[src/core/eft_pkg.sv]
package eft_pkg;

    // Sample count and coverage fraction format (1.0 = 0x10000)
    localparam int NSAMP = 8;
    localparam int MASK_WORD_W = 32;
    localparam int COV_W = 17;
    localparam logic [COV_W-1:0] COV_ONE = 17'h10000;
    localparam logic [17:0] COV_ROUND = 18'h01000;
    localparam int COV_SHIFT = 13;

    // Register byte offsets
    localparam logic [7:0] ADDR_CTRL = 8'h00;
    localparam logic [7:0] ADDR_SCIS_ORG = 8'h04;
    localparam logic [7:0] ADDR_SCIS_SIZE = 8'h08;
    localparam logic [7:0] ADDR_COV_VAL = 8'h0c;
    localparam logic [7:0] ADDR_SMASK0 = 8'h10;
    localparam logic [7:0] ADDR_STATUS = 8'h14;

    // Control register bit positions
    localparam int CTRL_SCIS_EN = 0;
    localparam int CTRL_COV_EN = 1;
    localparam int CTRL_COV_INV = 2;
    localparam int CTRL_MASK_EN = 3;
    localparam int CTRL_MS_ONE = 4;
    localparam int CTRL_FBO = 5;
    localparam int CTRL_EARLY_EN = 6;
    localparam int CTRL_SHADER = 7;
    localparam int CTRL_W = 8;

    // Reset values
    localparam logic [CTRL_W-1:0] CTRL_RST = 8'h00;
    localparam logic [31:0] SCIS_ORG_RST = 32'h0000_0000;
    localparam logic [COV_W-1:0] COV_VAL_RST = 17'h10000;
    localparam logic [MASK_WORD_W-1:0] SMASK_RST = 32'hffff_ffff;
    localparam logic [15:0] ZERO16 = 16'h0000;

    typedef struct packed {
        logic [15:0] x;
        logic [15:0] y;
        logic [NSAMP-1:0] cov;
        logic owned;
    } eft_frag_in_t;

    typedef struct packed {
        logic [15:0] x;
        logic [15:0] y;
        logic [NSAMP-1:0] cov;
        logic subset;
        logic early_ops;
        logic late_ops;
        logic shade_valid;
    } eft_frag_out_t;

endpackage

[src/core/eft_stage.sv]
// Summary of operation
// Rejected fragments never reach later stages.
// Ownership, scissor, coverage, then early ops order.
// Ownership and scissor checks always applied.
// Unowned pixel fate set by window system.
// Framebuffer object target always passes ownership.
// Scissor passes only inside left/bottom rectangle.
// Scissor disabled passes; disabled after reset.
// Scissor left and bottom reset to zero.
// Scissor size resets to window or zero.
// Coverage steps skipped unless multisample present.
// Coverage ANDed with optionally inverted fraction mask.
// Finally coverage ANDed with sample gate bits.
// Mask set bits proportional to fraction.
// Mask pattern varies with window coordinates.
// Written fraction clamped into unit interval.
// Gate bit B of word M is sample 32M+B.
// Early enabled: depth ops run before shading. Code also needs CTRL_SHADER set; without it, late ops.
// Otherwise depth ops deferred after shading.
// Early updates allowed for later-discarded fragments.
// No shader means shading results undefined.
// Upstream coverage marks only covered samples.
// Valid/ready both sides, order preserved.
// Zero-coverage fragments dropped.
module eft_stage (
    input wire logic i_clk,
    input wire logic i_rstn,
    input wire logic i_hsel,
    input wire logic [31:0] i_haddr,
    input wire logic [1:0] i_htrans,
    input wire logic i_hwrite,
    input wire logic [2:0] i_hsize,
    input wire logic [31:0] i_hwdata,
    input wire logic i_hready,
    output logic o_hreadyout,
    output logic o_hresp,
    output logic [31:0] o_hrdata,
    input wire logic i_ws_keep,
    input wire logic i_has_dfb,
    input wire logic [15:0] i_win_w,
    input wire logic [15:0] i_win_h,
    input wire logic i_valid,
    output logic o_ready,
    input wire eft_pkg::eft_frag_in_t i_frag,
    output logic o_valid,
    input wire logic i_ready,
    output eft_pkg::eft_frag_out_t o_frag
);
    import eft_pkg::*;

    ////////////////////////////////////////////////////////////////////////
    // Bus slave state
    logic wr_pend;
    logic [7:0] wr_addr;
    logic [CTRL_W-1:0] ctrl;
    logic [15:0] scis_left;
    logic [15:0] scis_bottom;
    logic [15:0] scis_w;
    logic [15:0] scis_h;
    logic [COV_W-1:0] cov_val;
    logic [MASK_WORD_W-1:0] smask0;
    logic [15:0] pass_cnt;
    logic [15:0] drop_cnt;
    logic [31:0] rdata;

    logic next_wr_pend;
    logic [7:0] next_wr_addr;
    logic [CTRL_W-1:0] next_ctrl;
    logic [15:0] next_scis_left;
    logic [15:0] next_scis_bottom;
    logic [15:0] next_scis_w;
    logic [15:0] next_scis_h;
    logic [COV_W-1:0] next_cov_val;
    logic [MASK_WORD_W-1:0] next_smask0;
    logic [31:0] next_rdata;
    logic addr_ph;
    logic wr_act;

    // Zero wait states, so a single OKAY answer always suffices
    assign o_hreadyout = 1'b1;
    assign o_hresp = 1'b0;
    assign o_hrdata = rdata;
    assign addr_ph = i_hsel && i_htrans[1] && i_hready;
    assign wr_act = wr_pend;

    // Address phase capture, read data and register writes
    always_comb begin
        next_wr_pend = addr_ph && i_hwrite;
        next_wr_addr = addr_ph ? i_haddr[7:0] : wr_addr;
        next_rdata = rdata;
        if (addr_ph && !i_hwrite) begin
            case (i_haddr[7:0])
                ADDR_CTRL: next_rdata = {24'h000000, ctrl};
                ADDR_SCIS_ORG: next_rdata = {scis_bottom, scis_left};
                ADDR_SCIS_SIZE: next_rdata = {scis_h, scis_w};
                ADDR_COV_VAL: next_rdata = {15'h0000, cov_val};
                ADDR_SMASK0: next_rdata = smask0;
                ADDR_STATUS: next_rdata = {drop_cnt, pass_cnt};
                default: next_rdata = 32'h0000_0000;
            endcase
        end
        next_ctrl = ctrl;
        next_scis_left = scis_left;
        next_scis_bottom = scis_bottom;
        next_scis_w = scis_w;
        next_scis_h = scis_h;
        next_cov_val = cov_val;
        next_smask0 = smask0;
        if (wr_act) begin
            case (wr_addr)
                ADDR_CTRL: next_ctrl = i_hwdata[CTRL_W-1:0];
                ADDR_SCIS_ORG: begin
                    next_scis_left = i_hwdata[15:0];
                    next_scis_bottom = i_hwdata[31:16];
                end
                ADDR_SCIS_SIZE: begin
                    next_scis_w = i_hwdata[15:0];
                    next_scis_h = i_hwdata[31:16];
                end
                ADDR_COV_VAL: begin
                    // Signed 16.16 value clamped to [0, 1]
                    if (i_hwdata[31]) begin
                        next_cov_val = '0;
                    end else if (i_hwdata[30:0] > 31'(COV_ONE)) begin
                        next_cov_val = COV_ONE;
                    end else begin
                        next_cov_val = i_hwdata[COV_W-1:0];
                    end
                end
                ADDR_SMASK0: next_smask0 = i_hwdata;
                default: next_ctrl = ctrl;
            endcase
        end
    end

    // Scissor size loads the window size at reset, zero without one
    always_ff @(posedge i_clk) begin
        if (!i_rstn) begin
            wr_pend <= 1'b0;
            wr_addr <= 8'h00;
            rdata <= 32'h0000_0000;
            ctrl <= CTRL_RST; // Scissor off after reset
            scis_left <= SCIS_ORG_RST[15:0];
            scis_bottom <= SCIS_ORG_RST[31:16];
            scis_w <= i_has_dfb ? i_win_w : ZERO16;
            scis_h <= i_has_dfb ? i_win_h : ZERO16;
            cov_val <= COV_VAL_RST;
            smask0 <= SMASK_RST;
        end else begin
            wr_pend <= next_wr_pend;
            wr_addr <= next_wr_addr;
            rdata <= next_rdata;
            ctrl <= next_ctrl;
            scis_left <= next_scis_left;
            scis_bottom <= next_scis_bottom;
            scis_w <= next_scis_w;
            scis_h <= next_scis_h;
            cov_val <= next_cov_val;
            smask0 <= next_smask0;
        end
    end

    ////////////////////////////////////////////////////////////////////////
    // Early test pipeline
    logic own_ok;
    logic own_subset;
    logic scis_ok;
    logic [16:0] x_end;
    logic [16:0] y_end;
    logic [17:0] cov_sum;
    logic [3:0] cov_bits;
    logic [2:0] rot;
    logic [NSAMP-1:0] tmp_mask;
    logic [NSAMP-1:0] gate_mask;
    logic [NSAMP-1:0] cov_a;
    logic [NSAMP-1:0] cov_b;
    logic [NSAMP-1:0] cov_fin;
    logic frag_pass;
    logic take;
    logic next_o_valid;
    eft_frag_out_t next_o_frag;
    logic [15:0] next_pass_cnt;
    logic [15:0] next_drop_cnt;

    // Ownership: framebuffer objects always own their pixels
    always_comb begin
        own_ok = 1'b1;
        own_subset = 1'b0;
        if (!ctrl[CTRL_FBO] && !i_frag.owned) begin
            own_ok = i_ws_keep; // Window system decides
            own_subset = i_ws_keep;
        end
    end

    // Scissor rectangle, sums widened so edges never wrap
    assign x_end = {1'b0, scis_left} + {1'b0, scis_w};
    assign y_end = {1'b0, scis_bottom} + {1'b0, scis_h};
    assign scis_ok = !ctrl[CTRL_SCIS_EN]
        || ({1'b0, i_frag.x} >= {1'b0, scis_left}
        && {1'b0, i_frag.x} < x_end
        && {1'b0, i_frag.y} >= {1'b0, scis_bottom}
        && {1'b0, i_frag.y} < y_end);

    // Fraction to bit count, rounded: 1.0 gives all, 0.0 none
    assign cov_sum = {1'b0, cov_val} + COV_ROUND;
    assign cov_bits = cov_sum[COV_SHIFT+3:COV_SHIFT];
    // Window-relative hash keeps results invariant to window moves
    assign rot = i_frag.x[2:0] ^ {i_frag.y[1:0], i_frag.y[2]};

    // Per-sample thermometer mask rotated by the hash, plus gate bits
    for (genvar s = 0; s < NSAMP; s++) begin : g_samp
        logic [2:0] pos;
        assign pos = 3'(s) + rot;
        assign tmp_mask[s] = ({1'b0, pos} < cov_bits);
        // Sample s lives in word s/32, bit s%32
        assign gate_mask[s] = smask0[s % MASK_WORD_W];
    end

    // Coverage steps in order, skipped without multisampling
    always_comb begin
        cov_a = i_frag.cov;
        cov_b = i_frag.cov;
        cov_fin = i_frag.cov;
        if (ctrl[CTRL_MS_ONE]) begin
            if (ctrl[CTRL_COV_EN]) begin
                cov_a = i_frag.cov & (ctrl[CTRL_COV_INV] ?
                    ~tmp_mask : tmp_mask);
            end
            cov_b = cov_a;
            if (ctrl[CTRL_MASK_EN]) begin
                cov_b = cov_a & gate_mask;
            end
            cov_fin = cov_b;
        end
    end

    // Ownership then scissor then coverage; any failure drops
    assign frag_pass = own_ok && scis_ok && (cov_fin != '0);

    // One output register; input stalls only while it is full
    assign o_ready = !o_valid || i_ready;
    assign take = i_valid && o_ready;

    always_comb begin
        next_o_valid = o_valid;
        next_o_frag = o_frag;
        next_pass_cnt = pass_cnt;
        next_drop_cnt = drop_cnt;
        if (o_valid && i_ready) begin
            next_o_valid = 1'b0;
        end
        if (take) begin
            if (frag_pass) begin
                next_o_valid = 1'b1;
                next_o_frag.x = i_frag.x;
                next_o_frag.y = i_frag.y;
                next_o_frag.cov = cov_fin;
                next_o_frag.subset = own_subset;
                // Depth ops before shading only with early tests on
                next_o_frag.early_ops = ctrl[CTRL_EARLY_EN]
                    && ctrl[CTRL_SHADER];
                next_o_frag.late_ops = !(ctrl[CTRL_EARLY_EN]
                    && ctrl[CTRL_SHADER]);
                // No shader: downstream treats results as undefined
                next_o_frag.shade_valid = ctrl[CTRL_SHADER];
                next_pass_cnt = pass_cnt + 16'h0001;
            end else begin
                next_drop_cnt = drop_cnt + 16'h0001;
            end
        end
    end

    always_ff @(posedge i_clk) begin
        if (!i_rstn) begin
            o_valid <= 1'b0;
            o_frag <= '0;
            pass_cnt <= 16'h0000;
            drop_cnt <= 16'h0000;
        end else begin
            o_valid <= next_o_valid;
            o_frag <= next_o_frag;
            pass_cnt <= next_pass_cnt;
            drop_cnt <= next_drop_cnt;
        end
    end
endmodule

[config.mk]
export PLATFORM = sky130hd
export DESIGN_NAME = eft_stage
export DESIGN_NICKNAME = d
export VERILOG_FILES = /design/src/core/eft_pkg.sv /design/src/core/eft_stage.sv
export SDC_FILE = /design/constraint.sdc
export NUM_CORES = 1
export LEC_CHECK = 0
export BUFFER_PORTS_ARGS = -buffer_cell sky130_fd_sc_hd__buf_2
export CORE_MARGIN = 1
export CORE_UTILIZATION = 33
export DETAILED_ROUTE_END_ITERATION = 16
export GPL_TIMING_DRIVEN = 0
export HOLD_SLACK_MARGIN = 0.1
export REMOVE_ABC_BUFFERS = 1
export SYNTH_ARGS = -nofsm -noshare
export SYNTH_HDL_FRONTEND = slang
export SYNTH_SLANG_ARGS = --single-unit
[constraint.sdc]
create_clock -name i_clk -period 4.6 [get_ports i_clk]
set_input_delay 1.15 -clock i_clk [delete_from_list [all_inputs] [get_ports i_clk]]
set_output_delay 1.15 -clock i_clk [all_outputs]
set_load 0.005 [all_outputs]
Word level (Yosys, flattened, before mapping)
Index checks and enable logic that the tools add are counted.
{"block": "classes", "muxes": 21, "bitwise": 5, "magnitude_cmp": 13, "n_addsub": 12, "reduce_logical": 31, "eq_ne": 11}
{"op": "32-bit case mux with 6 select lines", "count": 1}
{"op": "16-bit 2-to-1 mux", "count": 8}
{"op": "8-bit 2-to-1 mux", "count": 5}
{"op": "16-bit by 16-bit adder with 17-bit output", "count": 2}
{"op": "16-bit by 17-bit < comparator with 1-bit output", "count": 2}
{"op": "17-bit 2-to-1 mux", "count": 2}
{"op": "16-bit by 1-bit adder with 16-bit output (second input constant)", "count": 2}
{"op": "8-bit by 4-bit equality test with 1-bit output (second input constant)", "count": 4}
{"op": "16-bit greater-or-equal comparator", "count": 2}
{"op": "3-bit by 4-bit < comparator with 1-bit output", "count": 8}
{"op": "31-bit by 17-bit greater-than comparator with 1-bit output (second input constant)", "count": 1}
{"op": "8-bit by 5-bit equality test with 1-bit output (second input constant)", "count": 3}
{"op": "17-bit by 13-bit adder with 17-bit output (second input constant)", "count": 1}
{"op": "8-bit bitwise AND", "count": 2}
{"op": "8-bit by 3-bit equality test with 1-bit output (second input constant)", "count": 2}
{"op": "8-bit logical NOT", "count": 2}
{"op": "2-bit AND reduction", "count": 7}
{"op": "1-bit logical AND", "count": 13}
{"op": "3-bit adder (first input constant)", "count": 4}
{"op": "8-bit inverter", "count": 1}
{"op": "8-bit nonzero test", "count": 1}
{"op": "2-bit by 3-bit adder with 3-bit output (first input constant)", "count": 2}
{"op": "1-bit logical NOT", "count": 6}
{"op": "1-bit 2-to-1 mux", "count": 5}
{"op": "other kinds (5)", "count": 7}
{"block": "word_totals", "word_cells": 113, "register_bits": 239, "output_inout_bits": 80, "inputBits": 151}

Depth between registers and ports, before layout
Gate-level depths: netlist of the first run.
{"block": "depth", "ltp_word": 15, "depth_mapped": 22, "depth_no_buf": 21}

Worst setup path before layout of the first run
Ideal clock, no wire load.
{"block": "synth_path", "kind": "reg2reg", "start": "reg scis_h[5]", "end": "reg drop_cnt[14]", "slack_ns": 0.228, "required_ns": 4.465, "arrival_ns": 4.237, "stages_incl_launch_ff": 21, "setup_time_ns": 0.135, "path_buffers": 1, "synth_period_minus_slack_ns": 4.372, "cell_sequence": "edfxtp_1 ha_1 a211o_1 a21o_1 a41oi_1 o21ai_0 o41ai_1 o21bai_1 a21oi_1 xor2_1 ha_1 o211ai_1 a2bb2oi_1 nand4b_1 a311oi_1 nor2_1 o211ai_2 nor2_4 buf_2 o311ai_0 o41ai_1"}
{"block": "synth_between", "elab_chain_cells": 8}
{"element": "from (decl)", "line": "eft_stage.sv:59", "text": "logic [15:0] scis_h;"}
{"element": "from (signal assigned)", "line": "eft_stage.sv:146", "text": "scis_h <= i_has_dfb ? i_win_h : ZERO16;"}
{"element": "from (signal assigned)", "line": "eft_stage.sv:157", "text": "scis_h <= next_scis_h;"}
{"element": "16-bit by 16-bit adder with 17-bit output", "line": "eft_stage.sv:197", "text": "assign y_end = {1'b0, scis_bottom} + {1'b0, scis_h};"}
{"element": "16-bit by 17-bit < comparator with 1-bit output", "line": "eft_stage.sv:202", "text": "&& {1'b0, i_frag.y} < y_end);"}
{"element": "1-bit logical AND", "line": "eft_stage.sv:202"}
{"element": "1-bit logical OR", "line": "eft_stage.sv:199", "text": "|| ({1'b0, i_frag.x} >= {1'b0, scis_left}"}
{"element": "1-bit logical AND (2 in series)", "line": "eft_stage.sv:238", "text": "assign frag_pass = own_ok && scis_ok && (cov_fin != '0);"}
{"element": "1-bit inverter (no source line)"}
{"element": "2-bit AND reduction (no source line)"}
{"element": "to (signal assigned)", "line": "eft_stage.sv:283", "text": "drop_cnt <= next_drop_cnt;"}
{"element": "to (decl)", "line": "eft_stage.sv:63", "text": "logic [15:0] drop_cnt;"}
Every way passes these cells.
A chain may end at the register's enable or synchronous reset.

Final worst setup path of the first run
{"block": "layout_path", "start": "in i_frag[9] in the netlist's numbering", "end": "reg o_frag[8] in the netlist's numbering"}
{"block": "layout_between", "elab_chain_cells": 14, "word_cells_on_any_way": 33, "classes_between": "7 x add/sub; 10 x order compare; 5 x mux; 4 x bitwise; 7 x reduce/logical"}
{"element": "from (decl)", "line": "eft_stage.sv:44", "text": "input wire eft_pkg::eft_frag_in_t i_frag,"}
{"element": "3-bit XOR", "line": "eft_stage.sv:208", "text": "assign rot = i_frag.x[2:0] ^ {i_frag.y[1:0], i_frag.y[2]};"}
{"element": "1-bit by 3-bit adder with 3-bit output, or another cell as far along", "line": "eft_stage.sv:213", "text": "assign pos = 3'(s) + rot;"}
{"element": "3-bit by 4-bit < comparator with 1-bit output", "line": "eft_stage.sv:214", "text": "assign tmp_mask[s] = ({1'b0, pos} < cov_bits);"}
{"element": "8-bit inverter", "line": "eft_stage.sv:227", "text": "~tmp_mask : tmp_mask);"}
{"element": "8-bit 2-to-1 mux", "line": "eft_stage.sv:226", "text": "cov_a = i_frag.cov & (ctrl[CTRL_COV_INV] ?"}
{"element": "8-bit bitwise AND", "line": "eft_stage.sv:226"}
{"element": "8-bit 2-to-1 mux", "line": "eft_stage.sv:225", "text": "if (ctrl[CTRL_COV_EN]) begin"}
{"element": "8-bit 2-to-1 mux", "line": "eft_stage.sv:224", "text": "if (ctrl[CTRL_MS_ONE]) begin"}
{"element": "8-bit bitwise AND", "line": "eft_stage.sv:231", "text": "cov_b = cov_a & gate_mask;"}
{"element": "8-bit 2-to-1 mux", "line": "eft_stage.sv:230", "text": "if (ctrl[CTRL_MASK_EN]) begin"}
{"element": "8-bit 2-to-1 mux", "line": "eft_stage.sv:224"}
{"element": "8-bit nonzero test", "line": "eft_stage.sv:238"}
{"element": "1-bit logical AND", "line": "eft_stage.sv:238"}
{"element": "2-bit AND reduction (no source line)"}
{"element": "to (signal assigned)", "line": "eft_stage.sv:281", "text": "o_frag <= next_o_frag;"}
{"element": "to (decl)", "line": "eft_stage.sv:47", "text": "output eft_pkg::eft_frag_out_t o_frag"}
Parallel ways exist; a longest one is shown, timed or not. The select of a mux whose other input is x is not followed.

==> results of run 1 <==
-- layout by cell type, fill, tap and decap left out, types with 8 or more instances in the layout --
master / count
ha_1: 109
o22ai_1: 9
clkbuf_16: 33
a22o_1: 47
mux2i_1: 97
o211ai_1: 9
buf_4: 22
and3_1: 12
a21oi_2: 8
nor3b_1: 9
edfxtp_1: 32
buf_2: 199
xnor2_1: 21
nand2b_1: 34
a221oi_1: 25
inv_1: 57
nor2_1: 164
nand4_1: 11
nor3_1: 10
nor4_1: 12
a21o_1: 13
a21oi_1: 123
nand2_1: 212
xor2_1: 20
o21ai_0: 30
nand3_1: 54
dfxtp_1: 204
-- worst max-delay path: cells and delay by family --
family          cells  cell delay (ns)
compound gates      4             1.04
xor+xnor            1             0.42
fa+ha+maj           2             0.61
buf+inv             6             0.83
mux                 1             0.18
simple gates        4             0.71
-- stage by stage --
step / area (sq um) / utilization [%]
detailed placement: 15260 / 37.46
finish: 16840 / 41.33
global placement: 14940 / 36.67
CTS: 16500 / 40.50
floorplan: 13270 / -
global route: 16840 / 41.33
-- cell families (layout without fill, tap and decap cells) --
| logic type | Yosys count | after routing | share of synthesized area, % |
|---|---|---|---|
| xor gates and xnor gates | 45 | 45 | 2.948 |
| buffers and inverters | 147 | 354 | 4.215 |
| adders and majority gates | 114 | 114 | 10.58 |
| muxes | 107 | 107 | 8.182 |
| AOI/OAI and AO/OA | 344 | 344 | 16.93 |
| DFF | 239 | 239 | 37.47 |
| and+or+nand+nor | 582 | 582 | 19.62 |
| other | 2 | 6 | 0.05512 |
-- registers in the layout (all words and copies together), names as in the netlist, 8 cells and up --
name	cells
drop_cnt	16
o_hrdata	32
ctrl	8
cov_val	17
smask0	32
scis_h	16
pass_cnt	16
o_frag	44
wr_addr	8
scis_bottom	16
scis_w	16
scis_left	16
-- cell type report --
class,instances,area share (%)
repair buffers,243,9.526
flip-flops and latches,239,30.34
clock inverters,16,0.8322
well taps,532,3.953
diodes,4,0.05944
multi-input cells,1194,49.12
inverters,59,1.345
clock buffers,36,4.830
-- power by group through the flow --
stage	registers, mW	logic (mW)	clock network (mW)
after global routing	2.22	0.766	2.42
final	2.21	0.698	2.29
after CTS	2.21	0.665	2.34
after floorplan	2.25	0.349	0
after global placement	2.26	0.601	0
after detailed placement	2.26	0.633	0
-- Yosys cell counts, types with 4 or more instances --
library cell,count
a221oi_1,25
xor2_1,22
a21o_1,13
a211o_1,4
nand4_1,11
o211ai_1,9
or2_2,5
nor3_1,11
o2111ai_1,4
a211oi_1,6
buf_2,6
o21ai_0,35
clkbuf_1,72
a21oi_1,132
xnor2_1,22
nand2_1,213
mux2i_1,99
inv_1,58
o311ai_0,7
buf_1,7
a22o_1,47
nand2b_1,38
nor4_1,14
or4_1,5
a31oi_1,5
o41ai_1,6
and3_1,12
nor4b_1,5
and4_1,6
ha_1,112
o22ai_1,9
a22oi_1,5
mux2_2,5
edfxtp_1,32
dfxtp_1,207
and2_1,7
nor2_1,167
nor2b_1,7
nand3_1,58
o21a_1,7
a2111oi_0,4
nor3b_1,11
-- worst min path at each step --
stage / end / cells after the start / slack [ns]
floorplan: wr_addr[1] / 2 / 0.43
global placement: wr_addr[1] / 2 / 0.44
finish: wr_addr[1] / 2 / 0.46
detailed placement: wr_addr[1] / 2 / 0.45
CTS: wr_addr[1] / 2 / 0.46
global route: wr_addr[7] / 2 / 0.49
-- metal layers --
layer / global-route usage (%) / vias to the layer above
met1: 28.78 / 5939
met3: 2.930 / 92
met5: 0 / -
met4: 8.201 / 6
li1: - / 6043
met2: 32.64 / 429
-- what timing repair did --
item / 4_1_cts / 5_1_grt
setup endpoints to repair: 77 / 76
pin swaps: 14 / 21
hold endpoints to repair: 0 / 0
resized for setup: 23 / 42
gates cloned: 1 / 2
buffers inserted: 17 / 9
==> reports/metrics.csv, run 1 <==
stage,metric,value,unit
global_route,initial antenna violation count,7,
yosys,sequential area share after synthesis,37.47,%
yosys,"flops & latches, synth",239,
sta,RSZ-0062 raised after global routing,true,
setup_path,reg2reg setup slack,0.09,ns
yosys,Synth Instances,1580,
clock_tree,CTS H-Tree Depth,1,
setup_path,"Cell Chain, Critical Path",buf_2 > xnor2_1 > inv_1 > ha_1 > inv_1 > ha_1 > nor3_1 > a211oi_1 > a21oi_1 > a211oi_1 > a311oi_1 > and4_2 > nor3_4 > clkbuf_16 > buf_12 > clkbuf_16 > mux2i_1 > nor2_1,
setup_path,crit path max fanout,11,
sta,Total Neg Setup Slack,0,ns
setup_path,end point of the critical path,o_frag[8],
setup_path,WP data arrival,4.96,ns
die,Initial Util,33.45,%
die,core area,40740,sq um
cells_and_area,final cell count without fillers,2323,
setup_path,WS Path Type,in2reg,
die,die width,205.2,um
route,post-DR wirelength/cell,19.47,um
clock_tree,CTS Buffer Depth,3,
route,Metal-1 WL,20.37,mm
setup_path,CP peak stage delay,0.43,ns
route,met3 wire length,2.918,mm
yosys,number of synthesized flops with an enable pin,32,
power,internal power,3.839,mW
global_route,largest net degree at the start of global routing,80,
die,Die H,205.2,um
yosys,share of Yosys cell area claimed by the top area cell type,30.41,%
route,top sig layer,met5,
flow_run,Max Cap Viol,0,
yosys,post-synthesis instance area,13630,sq um
placed_design,placed wire-length estimate,32.57,mm
min_path,min-delay src,wr_addr[1],
sta,Min Hold Slack,0.4573,ns
power,Power Total,5.201,mW
power,Sw Share,26.18,%
yosys,largest area contributor in the netlist,dfxtp_1,
setup_path,FF-to-FF End,o_frag[10],
clock_tree,CTS tree,done,
global_route,first-pass GRT wire length,67.67,mm
sta,Max-slew headroom,6.517,%
cells_and_area,synth-to-layout area growth,23.58,%
clock_tree,"Hold-fix buffers, CTS",0,
clock_tree,Skew-Pair Late Insertion Delay,0.57,ns
sta,Tmin final,4.537,ns
route,length of routed met2 wiring,20.43,mm
route,DRC Markers,0,
global_route,grt total ovfl,0,
sta,Slew @ Worst Pin,1.402,ns
power,clock power share,44.0,%
yosys,asr flop ratio synth,0,%
cells_and_area,Layout fillers,4087,
setup_path,Worst EP required,5.03,ns
setup_path,R2R Path Start,scis_h[0],
setup_path,slowest CP cell,a211oi_1,
route,First-pass DRT Iterations,5,
die,DIE AREA,42110,sq um
die,I/O Pins,231,
cells_and_area,share of layout cells above drive strength 1,20.54,%
setup_path,Worst Reg-to-Reg Cells,25,
sta,final slew viol count,0,
clock_tree,Root Buffer,clkbuf_16,
yosys,synth top area cells,"dfxtp_1 (30%), ha_1 (10%), mux2i_1 (7.3%), edfxtp_1 (7.1%), nand2_1 (5.9%)",
power,P_sw,1.362,mW
placed_design,Place WS,-0.7731,ns
placed_design,RD Place Congestion,0.9221,
cells_and_area,multi-input logic area,8270,sq um
cells_and_area,Reg area,5109,sq um
route,final wirelength,45.23,mm
outcome,outcome,"complete, no violations",
yosys,Syn Area/Cell,8.624,sq um
setup_path,CP startpoint,i_frag[9],
power,Gate power share,13.4,%
yosys,Yosys cell types,72,
route,initial drt markers,921,
route,"antenna viol nets, final",0,
die,num rows,74,
setup_path,crit end category,register,
clock_tree,Sinks on Clock Net,239,
power,sequential power share,42.6,%
sta,Fin. Hold Viols,0,
min_path,Tightest Hold Check Type,reg2reg,
setup_path,startpoint type of the worst setup path,primary input,
sta,worst setup margin,0.06345,ns
clock_tree,"Reg clk slew, reported paths",0.06,ns
yosys,prevailing post-synth register cell,dfxtp_1,
route,Vias,12509,
power,P_leak,7.119,nW
clock_tree,Num CTS Buffers,28,
sta,fmax,220.4,MHz
cells_and_area,Layout Nets,2030,
global_route,vias in the first global route,11715,
sta,final setup fails,0,
power,VDD IR max,0.3152,mV
placed_design,placed insts,2237,
global_route,gr usage total,20.84,%
placed_design,I/O Buffers,200,
power,Power Density,308.9,nW/um^2
route,vias per cell,5.385,
sta,final worst-path cycle share,98.62,%
yosys,Syn. warnings,0,
sta,Final Skew,0.01141,ns
No activity file was read; power rests on OpenSTA's default activity.
==> inputs of run 2 (changes only) <==
--- a/config.mk
+++ b/config.mk
@@ -9,9 +9,9 @@
 export CORE_MARGIN = 1
 export CORE_UTILIZATION = 33
 export DETAILED_ROUTE_END_ITERATION = 16
-export GPL_TIMING_DRIVEN = 0
 export HOLD_SLACK_MARGIN = 0.1
 export REMOVE_ABC_BUFFERS = 1
 export SYNTH_ARGS = -nofsm -noshare
 export SYNTH_HDL_FRONTEND = slang
 export SYNTH_SLANG_ARGS = --single-unit
+export TNS_END_PERCENT = 1
==> reports/metrics.csv, run 2 (synthesized netlist as in run 1, its figures left out) <==
stage,metric,value,unit
sta,Tmin final,4.577,ns
setup_path,crit end category,register,
global_route,first-pass GRT wire length,69.23,mm
sta,final setup fails,0,
sta,final slew viol count,0,
placed_design,Place WS,-0.3168,ns
sta,final worst-path cycle share,99.49,%
route,First-pass DRT Iterations,6,
route,DRC Markers,0,
clock_tree,Skew-Pair Late Insertion Delay,0.57,ns
setup_path,Worst EP required,5.10,ns
die,die width,205.2,um
setup_path,family with the most delay on the worst path,compound AO/OA/AOI/OAI gates,
route,"antenna viol nets, final",0,
setup_path,CP peak stage delay,0.45,ns
global_route,largest net degree at the start of global routing,53,
setup_path,startpoint type of the worst setup path,register,
die,Initial Util,33.45,%
die,core area,40740,sq um
die,I/O Pins,231,
clock_tree,CTS H-Tree Depth,1,
setup_path,"Cell Chain, Critical Path",ha_4 > a211o_1 > a21o_1 > a41oi_2 > o21ai_2 > o41ai_2 > buf_4 > o21bai_4 > a21oi_2 > xor2_1 > ha_1 > o211ai_1 > a2bb2oi_1 > nand4b_1 > a311oi_1 > nor2_1 > o211ai_2 > buf_6 > buf_6 > buf_6 > o2111ai_4 > or3_4 > a21oi_2,
power,P_leak,7.358,nW
cells_and_area,share of layout cells above drive strength 1,22.82,%
global_route,vias in the first global route,12144,
sta,Fin. Hold Viols,0,
route,Vias,12745,
setup_path,Critical path buffers and inverters,4,
cells_and_area,most frequent cells in the layout,"nand2_1 (213), dfxtp_1 (207), buf_2 (199), nor2_1 (165), a21oi_1 (119)",
clock_tree,Root Buffer,clkbuf_16,
setup_path,WS Path Type,reg2reg,
placed_design,I/O Buffers,200,
global_route,initial antenna violation count,4,
sta,worst setup margin,0.02335,ns
cells_and_area,Largest register FFs,44,
setup_path,slowest CP cell,edfxtp_1,
route,post-DR wirelength/cell,19.38,um
global_route,grt total ovfl,0,
outcome,outcome,"complete, no violations",
setup_path,R2R Path Start,scis_h[5],
clock_tree,Num CTS Buffers,28,
sta,fmax,218.5,MHz
route,vias per cell,5.333,
placed_design,RD Place Congestion,0.9211,
sta,RSZ-0062 raised after global routing,true,
flow_run,Max Cap Viol,0,
setup_path,crit path max fanout,3,
setup_path,CP dominant cell by count,buf_6,
min_path,Tightest Hold Check Type,reg2reg,
sta,Max-slew headroom,37.15,%
die,DIE AREA,42110,sq um
power,Power Density,300.6,nW/um^2
clock_tree,"Reg clk slew, reported paths",0.06,ns
die,num rows,74,
cells_and_area,Layout Nets,2097,
placed_design,placed wire-length estimate,33.58,mm
route,initial drt markers,1085,
clock_tree,Sinks on Clock Net,239,
setup_path,WP data arrival,5.07,ns
die,Die H,205.2,um
power,VDD IR max,0.2313,mV
clock_tree,CTS tree,done,
sta,Final Skew,0.01569,ns
cells_and_area,Largest Register,o_frag,
setup_path,CP startpoint,scis_h[5],
cells_and_area,synth-to-layout area growth,25.28,%
cells_and_area,Util after Layout,41.90,%
clock_tree,CTS Buffer Depth,3,
global_route,gr usage total,21.21,%
min_path,min-delay src,wr_addr[1],
route,final wirelength,46.31,mm
cells_and_area,"commonest non-fill, non-tap cell in the layout",nand2_1,
sta,Slew @ Worst Pin,0.9405,ns
-- run 2: where the power goes --
part	switching [mW]	internal, mW
clock	0.932	1.28
sequential	0.0398	2.17
combinational	0.395	0.314
total	1.37	3.76
-- run 2: what timing repair did --
item | CTS | global route
hold buffers | 0 | 0
cloned | 1 | 3
endpoints found under the setup margin | 68 | 77
pin swaps | 14 | 31
setup buffers | 9 | 6
gates resized for setup | 12 | 54
-- run 2: path summary, 6_finish.rpt --
check | end | slack, ns | depth (start not counted)
worst min-delay path | wr_addr[1] | 0.45 | 2
worst min register to register | wr_addr[1] | 0.45 | 2
worst max-delay path | drop_cnt[8] | 0.02 | 23
worst max register to register | drop_cnt[8] | 0.02 | 23
-- run 2: tightest hold or removal path, cell delays in order, from the launching register on --
cell and delay, ns:
dfxtp_1 0.30, nand2_1 0.05, a21oi_1 0.05
-- run 2: through the flow --
step	instance area (sq um)	TNS (ns)	hold slack, ns	power (mW)	std cells
after floorplan	13270	-122.55	0.4311	2.596	1492
after global placement	15700	-11.86	0.4396	2.896	2317
after detailed placement	15700	-15.72	0.4443	2.915	2317
after CTS	16720	-0.02019	0.4521	5.148	2379
after global routing	17070	-10.26	0.4683	5.338	2388
final	17070	0	0.4549	5.131	2390
-- run 2: layout make-up --
type	instances	area (sq um)
diodes	4	10.01
clock buffers	36	762.0
clock inverters	16	133.9
fillers	4044	23670
inverters	59	224.0
multi-input cells	1195	8238
flip-flops and latches	239	5105
well taps	532	665.6
repair buffers	309	1932
-- run 2: layer usage --
metal	routed length (um)	global-route usage, %	vias to the layer above
li1	-	-	6161
met1	20840	29.32	6009
met2	20560	33.75	472
met3	3179	2.629	101
met4	1734	7.619	2
met5	10	0	-
==> inputs of run 3 (changes only) <==
--- a/config.mk
+++ b/config.mk
@@ -8,6 +8,7 @@
 export BUFFER_PORTS_ARGS = -buffer_cell sky130_fd_sc_hd__buf_2
 export CORE_MARGIN = 1
 export CORE_UTILIZATION = 33
+export CTS_BUF_LIST = sky130_fd_sc_hd__clkbuf_8 sky130_fd_sc_hd__clkbuf_16
 export DETAILED_ROUTE_END_ITERATION = 16
 export HOLD_SLACK_MARGIN = 0.1
 export REMOVE_ABC_BUFFERS = 1
==> reports/metrics.csv, run 3 (synthesized netlist as in run 1, its figures left out) <==
stage,metric,value,unit
outcome,outcome,"complete, no violations",
sta,final worst-path cycle share,99.33,%
clock_tree,Num CTS Buffers,28,
global_route,largest net degree at the start of global routing,53,
die,core area,40740,sq um
setup_path,CP peak stage delay,0.45,ns
cells_and_area,Layout fillers,4044,
cells_and_area,Largest Register,o_frag,
power,internal power,3.751,mW
die,die width,205.2,um
setup_path,Critical path buffers and inverters,4,
flow_run,Max Cap Viol,0,
clock_tree,CTS tree,done,
route,top sig layer,met5,
placed_design,placed insts,2317,
power,P_leak,7.383,nW
route,Vias,12737,
cells_and_area,synth-to-layout area growth,25.28,%
cells_and_area,most frequent cells in the layout,"nand2_1 (213), dfxtp_1 (207), buf_2 (199), nor2_1 (165), a21oi_1 (119)",
setup_path,WP data arrival,5.06,ns
die,num rows,74,
route,"antenna viol nets, final",0,
clock_tree,CTS H-Tree Depth,1,
route,met3 wire length,3.112,mm
die,Die H,205.2,um
cells_and_area,"commonest non-fill, non-tap cell in the layout",nand2_1,
route,First-pass DRT Iterations,7,
global_route,vias in the first global route,12144,
sta,Total Neg Setup Slack,0,ns
power,sequential power share,43.2,%
placed_design,dpl cell area,15700,sq um
sta,Final Skew,0.01682,ns
clock_tree,Root Buffer,clkbuf_16,
sta,Tmin final,4.569,ns
sta,RSZ-0062 raised after global routing,true,
setup_path,crit end category,register,
die,I/O Pins,231,
sta,worst setup margin,0.03090,ns
sta,final setup fails,0,
clock_tree,Skew-Pair Late Insertion Delay,0.57,ns
sta,final slew viol count,0,
sta,Min Hold Slack,0.4540,ns
sta,Max-slew headroom,38.04,%
min_path,Tightest Hold Check Type,reg2reg,
clock_tree,"Reg clk slew, reported paths",0.06,ns
cells_and_area,cell area after layout,17070,sq um
route,DRC Markers,0,
setup_path,Worst EP required,5.09,ns
cells_and_area,Largest register FFs,44,
sta,Fin. Hold Viols,0,
setup_path,WS Path Type,reg2reg,
clock_tree,"Hold-fix buffers, CTS",0,
route,vias per cell,5.329,
setup_path,startpoint type of the worst setup path,register,
placed_design,RD Place Congestion,0.9211,
route,Metal-1 WL,20.90,mm
placed_design,I/O Buffers,200,
sta,fmax,218.9,MHz
power,P_sw,1.368,mW
power,clock power share,42.9,%
die,DIE AREA,42110,sq um
clock_tree,CTS Buffer Depth,3,
global_route,gr usage total,21.21,%
placed_design,Place WS,-0.3168,ns
placed_design,placed wire-length estimate,33.58,mm
setup_path,CP dominant cell by count,buf_6,
setup_path,"Cell Chain, Critical Path",ha_4 > a211o_1 > a21o_1 > a41oi_2 > o21ai_2 > o41ai_2 > buf_4 > o21bai_4 > a21oi_2 > xor2_1 > ha_1 > o211ai_1 > a2bb2oi_1 > nand4b_1 > a311oi_1 > nor2_1 > o211ai_2 > buf_6 > buf_6 > buf_6 > o2111ai_4 > or3_4 > a21oi_2,
cells_and_area,multi-input logic area,8238,sq um
power,Gate power share,13.8,%
cells_and_area,Util after Layout,41.90,%
global_route,initial antenna violation count,4,
power,Sw Share,26.72,%
global_route,first-pass GRT wire length,69.23,mm
setup_path,crit path max fanout,3,
cells_and_area,Layout Nets,2097,
route,length of routed met2 wiring,20.59,mm
power,VDD IR max,0.2310,mV
route,initial drt markers,1074,
setup_path,slowest CP cell,edfxtp_1,
die,Initial Util,33.45,%
power,Power Total,5.119,mW
clock_tree,Sinks on Clock Net,239,
setup_path,family with the most delay on the worst path,compound AO/OA/AOI/OAI gates,
cells_and_area,final cell count without fillers,2390,
power,Power Density,299.9,nW/um^2
cells_and_area,Reg area,5105,sq um
route,final wirelength,46.37,mm
route,post-DR wirelength/cell,19.40,um
cells_and_area,share of layout cells above drive strength 1,22.82,%
sta,Slew @ Worst Pin,0.9272,ns
global_route,grt total ovfl,0,
-- run 3: cell types whose count changed in the layout (fill, tap and decap cells not counted), sizes merged --
cell,change
inv,+6
clkbuf,-6
-- run 3: path summary, 6_finish.rpt --
check	startpoint	end	slack (ns)	cells past startpoint
worst max register to register	scis_h[5]	drop_cnt[8]	0.03	23
worst min-delay path	wr_addr[1]	wr_addr[1]	0.45	2
worst max-delay path	scis_h[5]	drop_cnt[8]	0.03	23
worst min register to register	wr_addr[1]	wr_addr[1]	0.45	2
-- run 3: timing repair --
item,CTS,global route
setup endpoints to repair,68,77
buffers inserted,9,6
gates cloned,1,3
resized for setup,12,54
pin swaps,14,31
-- run 3: worst reg2reg max path, cell delays in order (launching register included) --
cell	delay, ns
edfxtp_1	0.45
ha_4	0.27
a211o_1	0.31
a21o_1	0.17
a41oi_2	0.21
o21ai_2	0.11
o41ai_2	0.21
buf_4	0.18
o21bai_4	0.06
a21oi_2	0.14
xor2_1	0.08
ha_1	0.34
o211ai_1	0.11
a2bb2oi_1	0.18
nand4b_1	0.14
a311oi_1	0.27
nor2_1	0.10
o211ai_2	0.18
buf_6	0.15
buf_6	0.11
buf_6	0.10
o2111ai_4	0.11
or3_4	0.41
a21oi_2	0.11
-- run 3: power by group through the flow --
stage               combinational, mW  clock, mW  sequential (mW)
finish                          0.709       2.20             2.21
global route                    0.780       2.33             2.22
CTS                             0.677       2.25             2.21
detailed placement              0.658          0             2.26
global placement                0.641          0             2.25
floorplan                       0.349          0             2.25
-- run 3: area by class of cell --
cell class,instances,area share (%)
clock inverter,22,0.9162
multi-input combinational,1195,48.26
inverter,59,1.312
clock buffer,30,4.332
timing repair buffer,309,11.32
antenna,4,0.05864
sequential,239,29.91
tap,532,3.899
-- run 3: routing by layer --
| metal | global-route usage [%] | vias to the layer above |
|---|---|---|
| met2 | 33.75 | 457 |
| met5 | 0 | - |
| met3 | 2.629 | 91 |
| met4 | 7.619 | 2 |
| met1 | 29.32 | 6025 |
| li1 | - | 6162 |
